--- src/pmmir_regs.vh ---
// Register indices, field positions, reset values and mode codes of the PHY mode/crossover/interrupt register bank.
`ifndef PMMIR_REGS_VH
`define PMMIR_REGS_VH
`define PMMIR_IDX_CTRL 5'h00
`define PMMIR_IDX_MODE_ADDR 5'h12
`define PMMIR_IDX_XOVER 5'h1b
`define PMMIR_IDX_IRQ_FLAGS 5'h1d
`define PMMIR_IDX_IRQ_MASK 5'h1e
`define PMMIR_IDX_ANEG_STAT 5'h1f
`define PMMIR_MODE_RST 3'h7
`define PMMIR_ADDR_RST 5'h01
`define PMMIR_MASK_RST 8'h00
`define PMMIR_ST31_FILL_RST 7'h02
`define PMMIR_SPEED_RST 3'h0
`define PMMIR_MODE_10HD 3'h0
`define PMMIR_MODE_10FD 3'h1
`define PMMIR_MODE_100HD 3'h2
`define PMMIR_MODE_100FD 3'h3
`define PMMIR_MODE_AN100HD 3'h4
`define PMMIR_MODE_REPEATER 3'h5
`define PMMIR_MODE_RSVD 3'h6
`define PMMIR_MODE_ALL 3'h7
`define PMMIR_BIT_SOFT_RST 15
`define PMMIR_BIT_SPEED 13
`define PMMIR_BIT_ANEG_EN 12
`define PMMIR_BIT_DUPLEX 8
`define PMMIR_BIT_LOOPBACK 14
`define PMMIR_BIT_PWR_DOWN 11
`define PMMIR_BIT_COL_TEST 7
`define PMMIR_BIT_XOVR_OVR 15
`define PMMIR_BIT_XOVR_AUTO 14
`define PMMIR_BIT_XOVR_SWAP 13
`define PMMIR_BIT_PLL_LOCK 10
`define PMMIR_BIT_POLARITY 4
`define PMMIR_BIT_ANEG_DONE 12
`endif

--- src/pmmir_sync.v ---
// Two-flop synchroniser for a bundle of level signals from outside the clock domain.
`timescale 1ns/1ps
module pmmir_sync #(
  parameter W = 8
) (
  // Clock and reset
  input wire clk_sys,
  input wire rstn,
  // Data
  input wire [W-1:0] async_i,
  output reg [W-1:0] sync_o
);
  reg [W-1:0] meta_q;

  // The first stage feeds only the second stage.
  always @(posedge clk_sys) begin
    if (!rstn) begin
      meta_q <= {W{1'b0}};
      sync_o <= {W{1'b0}};
    end else begin
      meta_q <= async_i;
      sync_o <= meta_q;
    end
  end
endmodule // pmmir_sync

--- src/pmmir_mode_dec.v ---
// Decodes the operating-mode code into control defaults, advertisement and carrier-sense behaviour.
`timescale 1ns/1ps
`include "pmmir_regs.vh"
module pmmir_mode_dec (
  // Mode code
  input wire [2:0] mode,
  // Decoded defaults
  output reg [2:0] ctrl_bits,
  output reg [3:0] adv_bits,
  output reg crs_on_tx
);
  // Control bits are {speed, aneg enable, duplex}; advertisement is bits 8:5.
  always @* begin
    ctrl_bits = 3'h6;
    adv_bits = 4'hf;
    crs_on_tx = 1'b1;
    case (mode)
      `PMMIR_MODE_10HD: begin
        ctrl_bits = 3'h0;
        adv_bits = 4'h0;
        crs_on_tx = 1'b1;
      end
      `PMMIR_MODE_10FD: begin
        ctrl_bits = 3'h1;
        adv_bits = 4'h0;
        crs_on_tx = 1'b0;
      end
      `PMMIR_MODE_100HD: begin
        ctrl_bits = 3'h4;
        adv_bits = 4'h0;
        crs_on_tx = 1'b1;
      end
      `PMMIR_MODE_100FD: begin
        ctrl_bits = 3'h5;
        adv_bits = 4'h0;
        crs_on_tx = 1'b0;
      end
      `PMMIR_MODE_AN100HD: begin
        ctrl_bits = 3'h6;
        adv_bits = 4'h4;
        crs_on_tx = 1'b1;
      end
      `PMMIR_MODE_REPEATER: begin
        ctrl_bits = 3'h6;
        adv_bits = 4'h4;
        crs_on_tx = 1'b0;
      end
      `PMMIR_MODE_ALL: begin
        ctrl_bits = 3'h6;
        adv_bits = 4'hf;
        crs_on_tx = 1'b1;
      end
      default: begin
        ctrl_bits = 3'h6;
        adv_bits = 4'hf;
        crs_on_tx = 1'b1;
      end
    endcase
  end
endmodule // pmmir_mode_dec

--- src/pmmir_top.v ---
// PHY management register bank: operating mode, crossover control, interrupt flags and negotiation status.
//
// Function
// - Three-bit mode field at bits 7:5 of index 18, reset 111b, soft-reset immune.
// - Five-bit management address at bits 4:0, reset 00001b, kept; accesses match it.
// - Modes 000b/001b give fixed 10M half/full, negotiation off.
// - Modes 010b/011b give fixed 100M half/full; carrier sense on tx only in half.
// - Mode 100b negotiates advertising only 100M half, carrier sense on tx and rx.
// - Mode 101b is repeater: negotiation, 100M half advertised, carrier sense rx only.
// - Mode 111b negotiates advertising all four 10/100 abilities.
// - Index 27 bit 15 picks strap or register bits 14:13 for crossover.
// - Under override bit 14 enables automatic crossover, else bit 13 fixes it.
// - Manual bit 13 clear keeps pairs straight, set swaps them.
// - Bit 10 holds the 10M receive PLL on reference; soft-reset immune.
// - Read-only bit 4 reports detected 10BASE-T receive polarity, reset zero.
// - Index 29 flags latch high on the seven listed events.
// - Index 30 bits 7:1 enable interrupt sources (bit 0 gates nothing), all masked at reset.
// - Index 31 bit 12 reads one once negotiation has finished while control bit 12 is set.
// - Index 31 bits 4:2 report resolved speed and duplex, reset 000b.
// - Control bit 13 speed, bit 8 duplex, bit 12 negotiation overriding both.
// - Immune fields survive only the control soft reset; hard reset initialises them.
`timescale 1ns/1ps
`include "pmmir_regs.vh"
module pmmir_top (
  // Clock and reset
  input wire clk_sys,
  input wire rstn,
  // Management register access from the MAC
  input wire mgmt_req,
  input wire mgmt_wr,
  input wire [4:0] mgmt_phy_addr,
  input wire [4:0] mgmt_reg_idx,
  input wire [15:0] mgmt_wdata,
  output reg [15:0] mgmt_rdata,
  output reg mgmt_ack,
  // Configuration strap and PHY core status pins
  input wire crossover_auto_strap,
  input wire reversed_polarity_flag,
  input wire energy_present,
  input wire aneg_done_in,
  input wire remote_fault_in,
  input wire link_up_in,
  input wire partner_ack_in,
  input wire parallel_detect_fault_in,
  input wire page_received_in,
  input wire [2:0] resolved_speed_code,
  // Controls to the PHY core
  output reg [15:0] ctrl_reg,
  output reg [3:0] adv_abilities,
  output reg crs_on_tx,
  output reg crossover_auto_en,
  output reg crossover_swap,
  output reg rx_pll_ref_lock,
  output reg soft_reset_pulse,
  output reg irq_out
);
  ////////////////////////////////////////////////////////////////////////////////////////////////
  // Synchronised pin inputs.
  // Every pin crosses two flops before any logic reads it, so status lags its pin by two cycles.
  wire [11:0] pin_sync;
  wire strap_s;
  wire pol_s;
  wire energy_s;
  wire aneg_s;
  wire rfault_s;
  wire link_s;
  wire pack_s;
  wire pdf_s;
  wire page_s;
  wire [2:0] speed_s;

  pmmir_sync #(
    .W(12)
  ) u_sync (
    .clk_sys(clk_sys),
    .rstn(rstn),
    .async_i({crossover_auto_strap, reversed_polarity_flag, energy_present, aneg_done_in, remote_fault_in,
              link_up_in, partner_ack_in, parallel_detect_fault_in, page_received_in, resolved_speed_code}),
    .sync_o(pin_sync)
  );

  assign strap_s = pin_sync[11];
  assign pol_s = pin_sync[10];
  assign energy_s = pin_sync[9];
  assign aneg_s = pin_sync[8];
  assign rfault_s = pin_sync[7];
  assign link_s = pin_sync[6];
  assign pack_s = pin_sync[5];
  assign pdf_s = pin_sync[4];
  assign page_s = pin_sync[3];
  assign speed_s = pin_sync[2:0];

  ////////////////////////////////////////////////////////////////////////////////////////////////
  // Register state.
  reg [2:0] mode_q;
  reg [4:0] addr_q;
  reg xovr_ovr_q;
  reg xovr_auto_q;
  reg xovr_swap_q;
  reg pll_lock_q;
  reg [7:1] flags_q;
  reg [7:0] mask_q;
  reg [6:0] fill_q;
  reg [7:1] prev_q;
  reg ctl_loop_q;
  reg ctl_pdown_q;
  reg ctl_coltest_q;
  reg ctl_speed_q;
  reg ctl_aneg_q;
  reg ctl_duplex_q;
  reg soft_q;
  reg first_q;

  wire [2:0] dec_ctrl;
  wire [3:0] dec_adv;
  wire dec_crs;

  pmmir_mode_dec u_dec (
    .mode(mode_q),
    .ctrl_bits(dec_ctrl),
    .adv_bits(dec_adv),
    .crs_on_tx(dec_crs)
  );

  // Access is for this PHY when the address field matches.
  // A write that moves the address is still answered at the old one; the new address is
  // matched from the following cycle on.
  wire hit = mgmt_req & (mgmt_phy_addr == addr_q);
  wire wr_hit = hit & mgmt_wr;
  wire rd_hit = hit & ~mgmt_wr;

  // Returns one when the access is a write to the given index.
  function wr_to;
    input [4:0] idx;
    input [4:0] want;
    input en;
    begin
      wr_to = en & (idx == want);
    end
  endfunction

  // Packs the control fields into the index-0 image shared by the read path and the core output.
  function [15:0] ctrl_image;
    input loop;
    input speed;
    input aneg;
    input pdown;
    input duplex;
    input coltest;
    begin
      ctrl_image = 16'h0000;
      ctrl_image[`PMMIR_BIT_LOOPBACK] = loop;
      ctrl_image[`PMMIR_BIT_SPEED] = speed;
      ctrl_image[`PMMIR_BIT_ANEG_EN] = aneg;
      ctrl_image[`PMMIR_BIT_PWR_DOWN] = pdown;
      ctrl_image[`PMMIR_BIT_DUPLEX] = duplex;
      ctrl_image[`PMMIR_BIT_COL_TEST] = coltest;
    end
  endfunction

  // Current image of the control register.
  wire [15:0] ctrl_img = ctrl_image(ctl_loop_q, ctl_speed_q, ctl_aneg_q, ctl_pdown_q,
                                    ctl_duplex_q, ctl_coltest_q);

  // The soft reset acts one cycle late so that the write requesting it is acknowledged
  // normally; the other bits of that write are dropped.
  wire wr_ctrl = wr_to(mgmt_reg_idx, `PMMIR_IDX_CTRL, wr_hit);
  wire soft_go = wr_ctrl & mgmt_wdata[`PMMIR_BIT_SOFT_RST];
  wire soft_rst = soft_q; // Soft reset acts one cycle after the write.

  // The synchroniser resets to zero while link up idles high, so the first cycle after any reset
  // only loads the edge baseline; otherwise a false link-down flag would follow every hard reset.
  // Rising-edge events: energy appears, negotiation completes, remote fault, link lost, ack, fault, page.
  wire [7:1] ev_now = {energy_s, aneg_s, rfault_s, ~link_s, pack_s, pdf_s, page_s};
  wire [7:1] events = ev_now & ~prev_q & {7{~first_q}};
  wire rd_flags = rd_hit & (mgmt_reg_idx == `PMMIR_IDX_IRQ_FLAGS);

  ////////////////////////////////////////////////////////////////////////////////////////////////
  // Soft-reset-immune fields: only hard reset initialises them.
  always @(posedge clk_sys) begin
    if (!rstn) begin
      mode_q <= `PMMIR_MODE_RST;
      addr_q <= `PMMIR_ADDR_RST;
      pll_lock_q <= 1'b0;
    end else if (wr_to(mgmt_reg_idx, `PMMIR_IDX_MODE_ADDR, wr_hit)) begin
      mode_q <= mgmt_wdata[7:5];
      addr_q <= mgmt_wdata[4:0];
    end else if (wr_to(mgmt_reg_idx, `PMMIR_IDX_XOVER, wr_hit)) begin
      pll_lock_q <= mgmt_wdata[`PMMIR_BIT_PLL_LOCK];
    end
  end

  // Ordinary writable fields, reset by hard and soft reset alike.
  always @(posedge clk_sys) begin
    if (!rstn || soft_rst) begin
      xovr_ovr_q <= 1'b0;
      xovr_auto_q <= 1'b0;
      xovr_swap_q <= 1'b0;
      mask_q <= `PMMIR_MASK_RST;
      fill_q <= `PMMIR_ST31_FILL_RST;
    end else if (wr_hit) begin
      if (mgmt_reg_idx == `PMMIR_IDX_XOVER) begin
        xovr_ovr_q <= mgmt_wdata[`PMMIR_BIT_XOVR_OVR];
        xovr_auto_q <= mgmt_wdata[`PMMIR_BIT_XOVR_AUTO];
        xovr_swap_q <= mgmt_wdata[`PMMIR_BIT_XOVR_SWAP];
      end
      if (mgmt_reg_idx == `PMMIR_IDX_IRQ_MASK) begin
        mask_q <= mgmt_wdata[7:0];
      end
      if (mgmt_reg_idx == `PMMIR_IDX_ANEG_STAT) begin
        fill_q <= mgmt_wdata[11:5];
      end
    end
  end

  // Control register: a reset loads the mode defaults so the mode code steers operation.
  always @(posedge clk_sys) begin
    if (!rstn || soft_rst) begin
      ctl_loop_q <= 1'b0;
      ctl_pdown_q <= 1'b0;
      ctl_coltest_q <= 1'b0;
      ctl_speed_q <= dec_ctrl[2];
      ctl_aneg_q <= dec_ctrl[1];
      ctl_duplex_q <= dec_ctrl[0];
    end else if (wr_ctrl && !soft_go) begin
      // A soft-reset write leaves these alone; the reset reloads them one cycle later.
      ctl_loop_q <= mgmt_wdata[`PMMIR_BIT_LOOPBACK];
      ctl_speed_q <= mgmt_wdata[`PMMIR_BIT_SPEED];
      ctl_aneg_q <= mgmt_wdata[`PMMIR_BIT_ANEG_EN];
      ctl_pdown_q <= mgmt_wdata[`PMMIR_BIT_PWR_DOWN];
      ctl_duplex_q <= mgmt_wdata[`PMMIR_BIT_DUPLEX];
      ctl_coltest_q <= mgmt_wdata[`PMMIR_BIT_COL_TEST];
    end
  end

  // Soft reset request, self-clearing after one cycle.
  always @(posedge clk_sys) begin
    if (!rstn) begin
      soft_q <= 1'b0;
    end else begin
      soft_q <= soft_go;
    end
  end

  ////////////////////////////////////////////////////////////////////////////////////////////////
  // Latched event flags; a new event wins over the clear-on-read.
  // A read in the cycle of a new event returns the old flags and keeps the new one, so no
  // event is lost between two reads.
  always @(posedge clk_sys) begin
    if (!rstn || soft_rst) begin
      flags_q <= 7'h00;
      prev_q <= 7'h00;
      first_q <= 1'b1;
    end else begin
      prev_q <= ev_now;
      first_q <= 1'b0;
      if (rd_flags) begin
        flags_q <= events;
      end else begin
        flags_q <= flags_q | events;
      end
    end
  end

  ////////////////////////////////////////////////////////////////////////////////////////////////
  // Read data assembly; reserved fields stay zero.
  reg [15:0] rd_d;
  always @* begin
    rd_d = 16'h0000;
    case (mgmt_reg_idx)
      `PMMIR_IDX_CTRL: begin
        rd_d = ctrl_img;
      end
      `PMMIR_IDX_MODE_ADDR: begin
        rd_d = {8'h00, mode_q, addr_q};
      end
      `PMMIR_IDX_XOVER: begin
        rd_d[`PMMIR_BIT_XOVR_OVR] = xovr_ovr_q;
        rd_d[`PMMIR_BIT_XOVR_AUTO] = xovr_auto_q;
        rd_d[`PMMIR_BIT_XOVR_SWAP] = xovr_swap_q;
        rd_d[`PMMIR_BIT_PLL_LOCK] = pll_lock_q;
        rd_d[`PMMIR_BIT_POLARITY] = pol_s;
      end
      `PMMIR_IDX_IRQ_FLAGS: begin
        rd_d = {8'h00, flags_q, 1'b0};
      end
      `PMMIR_IDX_IRQ_MASK: begin
        rd_d = {8'h00, mask_q};
      end
      `PMMIR_IDX_ANEG_STAT: begin
        rd_d[`PMMIR_BIT_ANEG_DONE] = aneg_s & ctl_aneg_q;
        rd_d[11:5] = fill_q;
        rd_d[4:2] = speed_s;
      end
      default: begin
        rd_d = 16'h0000;
      end
    endcase
  end

  // Answer one cycle after a matching request.
  always @(posedge clk_sys) begin
    if (!rstn) begin
      mgmt_ack <= 1'b0;
      mgmt_rdata <= 16'h0000;
    end else begin
      mgmt_ack <= hit;
      mgmt_rdata <= rd_hit ? rd_d : 16'h0000;
    end
  end

  ////////////////////////////////////////////////////////////////////////////////////////////////
  // Registered controls to the PHY core.
  always @(posedge clk_sys) begin
    if (!rstn) begin
      ctrl_reg <= 16'h0000;
      adv_abilities <= 4'h0;
      crs_on_tx <= 1'b1;
      crossover_auto_en <= 1'b0;
      crossover_swap <= 1'b0;
      rx_pll_ref_lock <= 1'b0;
      soft_reset_pulse <= 1'b0;
      irq_out <= 1'b0;
    end else begin
      ctrl_reg <= ctrl_img;
      adv_abilities <= dec_adv;
      crs_on_tx <= dec_crs;
      // The strap rules crossover unless software has taken control of it.
      crossover_auto_en <= xovr_ovr_q ? xovr_auto_q : strap_s;
      crossover_swap <= xovr_ovr_q & ~xovr_auto_q & xovr_swap_q;
      rx_pll_ref_lock <= pll_lock_q;
      soft_reset_pulse <= soft_q;
      irq_out <= |({flags_q, 1'b0} & mask_q);
    end
  end
endmodule // pmmir_top

--- config.mk ---
export PLATFORM = sky130hd
export DESIGN_NAME = pmmir_top
export DESIGN_NICKNAME = d
export VERILOG_FILES = /design/src/pmmir_sync.v /design/src/pmmir_mode_dec.v /design/src/pmmir_top.v
export VERILOG_INCLUDE_DIRS = /design/src
export SDC_FILE = /design/constraint.sdc
export NUM_CORES = 1
export LEC_CHECK = 0
export BUFFER_PORTS_ARGS = -buffer_cell sky130_fd_sc_hd__buf_2
export CAP_MARGIN = 5
export CORE_MARGIN = 2
export CORE_UTILIZATION = 50
export DETAILED_ROUTE_END_ITERATION = 10
export PLACE_DENSITY = 0.75
export RECOVER_POWER = 25
export SYNTH_ARGS = -nofsm -noshare
export SYNTH_HDL_FRONTEND = slang
export SYNTH_SLANG_ARGS = --single-unit
--- constraint.sdc ---
create_clock -name clk_sys -period 3.48 [get_ports clk_sys]
set_clock_uncertainty 0.15 [all_clocks]
set_input_delay 0.174 -clock clk_sys [delete_from_list [all_inputs] [get_ports clk_sys]]
set_output_delay 0.174 -clock clk_sys [all_outputs]
set_load 0.005 [all_outputs]
==> results.sh <==
export IMPL_status="complete, but fails checks"
export IMPL_violations="max-capacitance violations, max-slew violations"
export IMPL_final_area_mm2=0.00464
export IMPL_core_area_mm2=0.00729
export IMPL_yosysTopAreaCell="dfxtp_1"
export IMPL_startpoint="rstn"
export IMPL_slew_viol_final=50
export IMPL_drive_gt1_share_pct=20.9
export IMPL_antenna_found_initial=0
export IMPL_root_buffer="clkbuf_8"
export IMPL_grt_pass1_wl_um=13400
export IMPL_routedWlPerCell_um=14.1
export IMPL_grt_pass1_vias=2774
export IMPL_crit_chain="clkbuf_1, clkbuf_1, nand2_1, or4_4, o21bai_4, a21oi_1"
export IMPL_yosys_top_cells_area="dfxtp_1 53%, and2_1 6.8%, nand2_1 4.8%"
export IMPL_slowest_delay_ns=1.26
export IMPL_maxCapViolations=1
export IMPL_worstSetupPathType="input pin to flip-flop"
export IMPL_dpl_instance_area_mm2=0.00415
export IMPL_vdd_drop_max_uv=328
export IMPL_min_period_ns=2.52
export IMPL_clockBufferDepth=2
export IMPL_setup_violations=0
export IMPL_final_antenna_net_count=0
export IMPL_synth_edf_count=3
export IMPL_die_w_um=90.9
export IMPL_critPathMaxFanout=49
export IMPL_fin_cells=583
export IMPL_clk_latency_ns=0.35
export IMPL_hold_viol=0
export IMPL_gr_total_overflow=0
export IMPL_nets=521
export IMPL_rsz0062_at_grt="no"
export IMPL_dp_cells=538
export IMPL_critPathMostFrequentCell="clkbuf_1"
export IMPL_top_register="mgmt_rdata"
export IMPL_hold_path_startpoint="rstn"
export IMPL_portBuffers=74
export IMPL_drt_pre_antenna_iters=4
export IMPL_final_setup_tns_ns=0
export IMPL_fmax_mhz=397
export IMPL_start_util_pct=51.8
export IMPL_netlist_area_mm2=0.00378
export IMPL_syn_area_per_cell_um2=9.82
export IMPL_worst_hold_path_type="input pin to flip-flop"
export IMPL_synth_top_area_share_pct=53.5
export IMPL_gp_congestion=0.825
export IMPL_reg_top3="mgmt_rdata x16, u_sync.meta_q x12, u_sync.sync_o x12"
export IMPL_utilization_pct=63.6
export IMPL_async_flop_share_pct=0
export IMPL_powerDensity_mw_per_mm2=457
export IMPL_clkTransAtPathRegs_ns=0.10
export IMPL_htreeDepth=3
export IMPL_die_y_um=90.9
export IMPL_ys_warnings_count=0
export IMPL_syn2layout_area_growth_pct=22.8
export IMPL_worstMarginPinSlew_ns=1.74
export IMPL_routed_wl_um=8210
export IMPL_diodes=0
export IMPL_slew_headroom_pct=-16.3
export IMPL_power_leakage_nw=1.88
export IMPL_cts_tree="done"
export IMPL_ys_seq_area_share_pct=55.9
export IMPL_num_io_pins=85
export IMPL_worstPathRequired_ns=3.61
export IMPL_synthCells=385
export IMPL_rows=31
export IMPL_cp_arrival_ns=2.64
export IMPL_cp_slowest_cell="clkbuf_1"
export IMPL_synth_flop_cell="dfxtp_1"
export IMPL_numClockSinks=104
export IMPL_post_route_period_util_pct=72.3
export IMPL_numCtsBuffers=9
export IMPL_synth_distinct_cells=45
export IMPL_endpoint_kind="flip-flop"
export IMPL_grt_usage_pct=20.2
export IMPL_vias_per_cell=5.09
export IMPL_drc=0
export IMPL_grt_max_degree=50
export IMPL_r2r_start="addr_q[3]$_SDFFE_PN0P_"
export IMPL_drt_initial_drc_count=224
export IMPL_dr_total_vias=2965
export IMPL_dieArea_mm2=0.00827
export IMPL_largest_reg_flops=16
export IMPL_place_hpwl_um=5470
export IMPL_cp_start_kind="input pin"
export IMPL_ys_ff_latch=104
[cells in the mapped netlist (2+ instances only)]
| library cell | count |
|---|---|
| clkbuf_1 | 13 |
| a222oi_1 | 5 |
| o21ai_0 | 21 |
| nand4_1 | 5 |
| nor2_1 | 18 |
| nand3_1 | 25 |
| and2_1 | 41 |
| a21oi_1 | 9 |
| nand2_1 | 48 |
| nor4_4 | 3 |
| edfxtp_1 | 3 |
| inv_1 | 5 |
| nor3_1 | 10 |
| dfxtp_1 | 101 |
| a22o_1 | 6 |
| mux2i_1 | 9 |
| buf_4 | 12 |
| buf_2 | 5 |
| a22oi_1 | 11 |
| nand3b_1 | 2 |
| nand2b_1 | 5 |
| nor4_1 | 5 |
[report_power, final]
group / leakage, nW / internal (mW) / switching, mW / total, mW
clock: 0.105 / 0.342 / 0.411 / 0.753
sequential: 0.852 / 1.22 / 0.0113 / 1.23
combinational: 0.919 / 0.0634 / 0.0706 / 0.134
total: 1.88 / 1.63 / 0.493 / 2.12
[layer usage]
metal	wire, um	track usage, %
met1	3490	25.3
met2	4140	34.9
met3	474	3.15
met4	115	8.08
met5	0	0
[cell type report]
| cell class | count | area [um^2] |
|---|---|---|
| multi-input cells | 253 | 1510 |
| clock inverters | 7 | 78.8 |
| flip-flops and latches | 104 | 2110 |
| fillers | 632 | 2650 |
| inverters | 5 | 18.8 |
| clock buffers | 9 | 124 |
| repair buffers | 106 | 678 |
| well taps | 99 | 124 |
[worst max-delay path: cells and delay by family]
family,cells,cell delay (ns)
AOI/OAI and AO/OA,2,0.39
buffers and inverters,2,1.36
and+or+nand+nor,2,0.70
[path summary, 6_finish.rpt]
check,slack (ns),endpoint,depth (start not counted)
max,0.96,mgmt_rdata[5]$_SDFF_PN0_,6
min,0.09,crossover_auto_en$_SDFF_PN0_,3
max reg2reg,1.13,mode_q[2]$_SDFFE_PN1P_,5
min reg2reg,0.28,prev_q[4]$_SDFF_PN0_,1
[timing repair]
| action | in CTS | in global routing |
|---|---|---|
| gates resized for setup | 0 | 0 |
| hold buffers | 29 | 0 |
| endpoints found under the setup margin | 0 | 0 |
| buffers inserted | 0 | 0 |
| endpoints found under the hold margin | 45 | 0 |
[through the flow]
step | power, mW | hold WS, ns | setup slack [ns]
floorplan | 1.33 | 0.151 | 1.39
global placement | 1.37 | 0.229 | 1.32
detailed placement | 1.37 | 0.232 | 1.20
CTS | 2.13 | 0.0645 | 1.19
global route | 2.21 | 0.122 | 0.683
finish | 2.12 | 0.0853 | 0.964
[cell usage in the layout, fill, tap and decap left out, drive strengths merged, types with 3 or more instances in the layout]
cell type	count
nand2b	5
dlygate4sd3	29
and2	41
edfxtp	3
a21oi	9
nand3	26
nor2	18
nand2	48
nor3	10
nor4	8
clkinv	3
a222oi	5
buf	75
inv	8
mux2i	9
a22o	6
conb	10
nand4	5
clkbuf	11
dfxtp	101
a22oi	11
o21ai	21
[logic make-up after synthesis]
| logic type | synth area share, % |
|---|---|
| flops | 55.9 |
| other cells | 0.0992 |
| compound gates | 11.4 |
| xor+xnor | 0.232 |
| mux | 2.38 |
| simple gates | 24.7 |
| buf+inv | 5.26 |
Power figures use the tool's default switching activity.
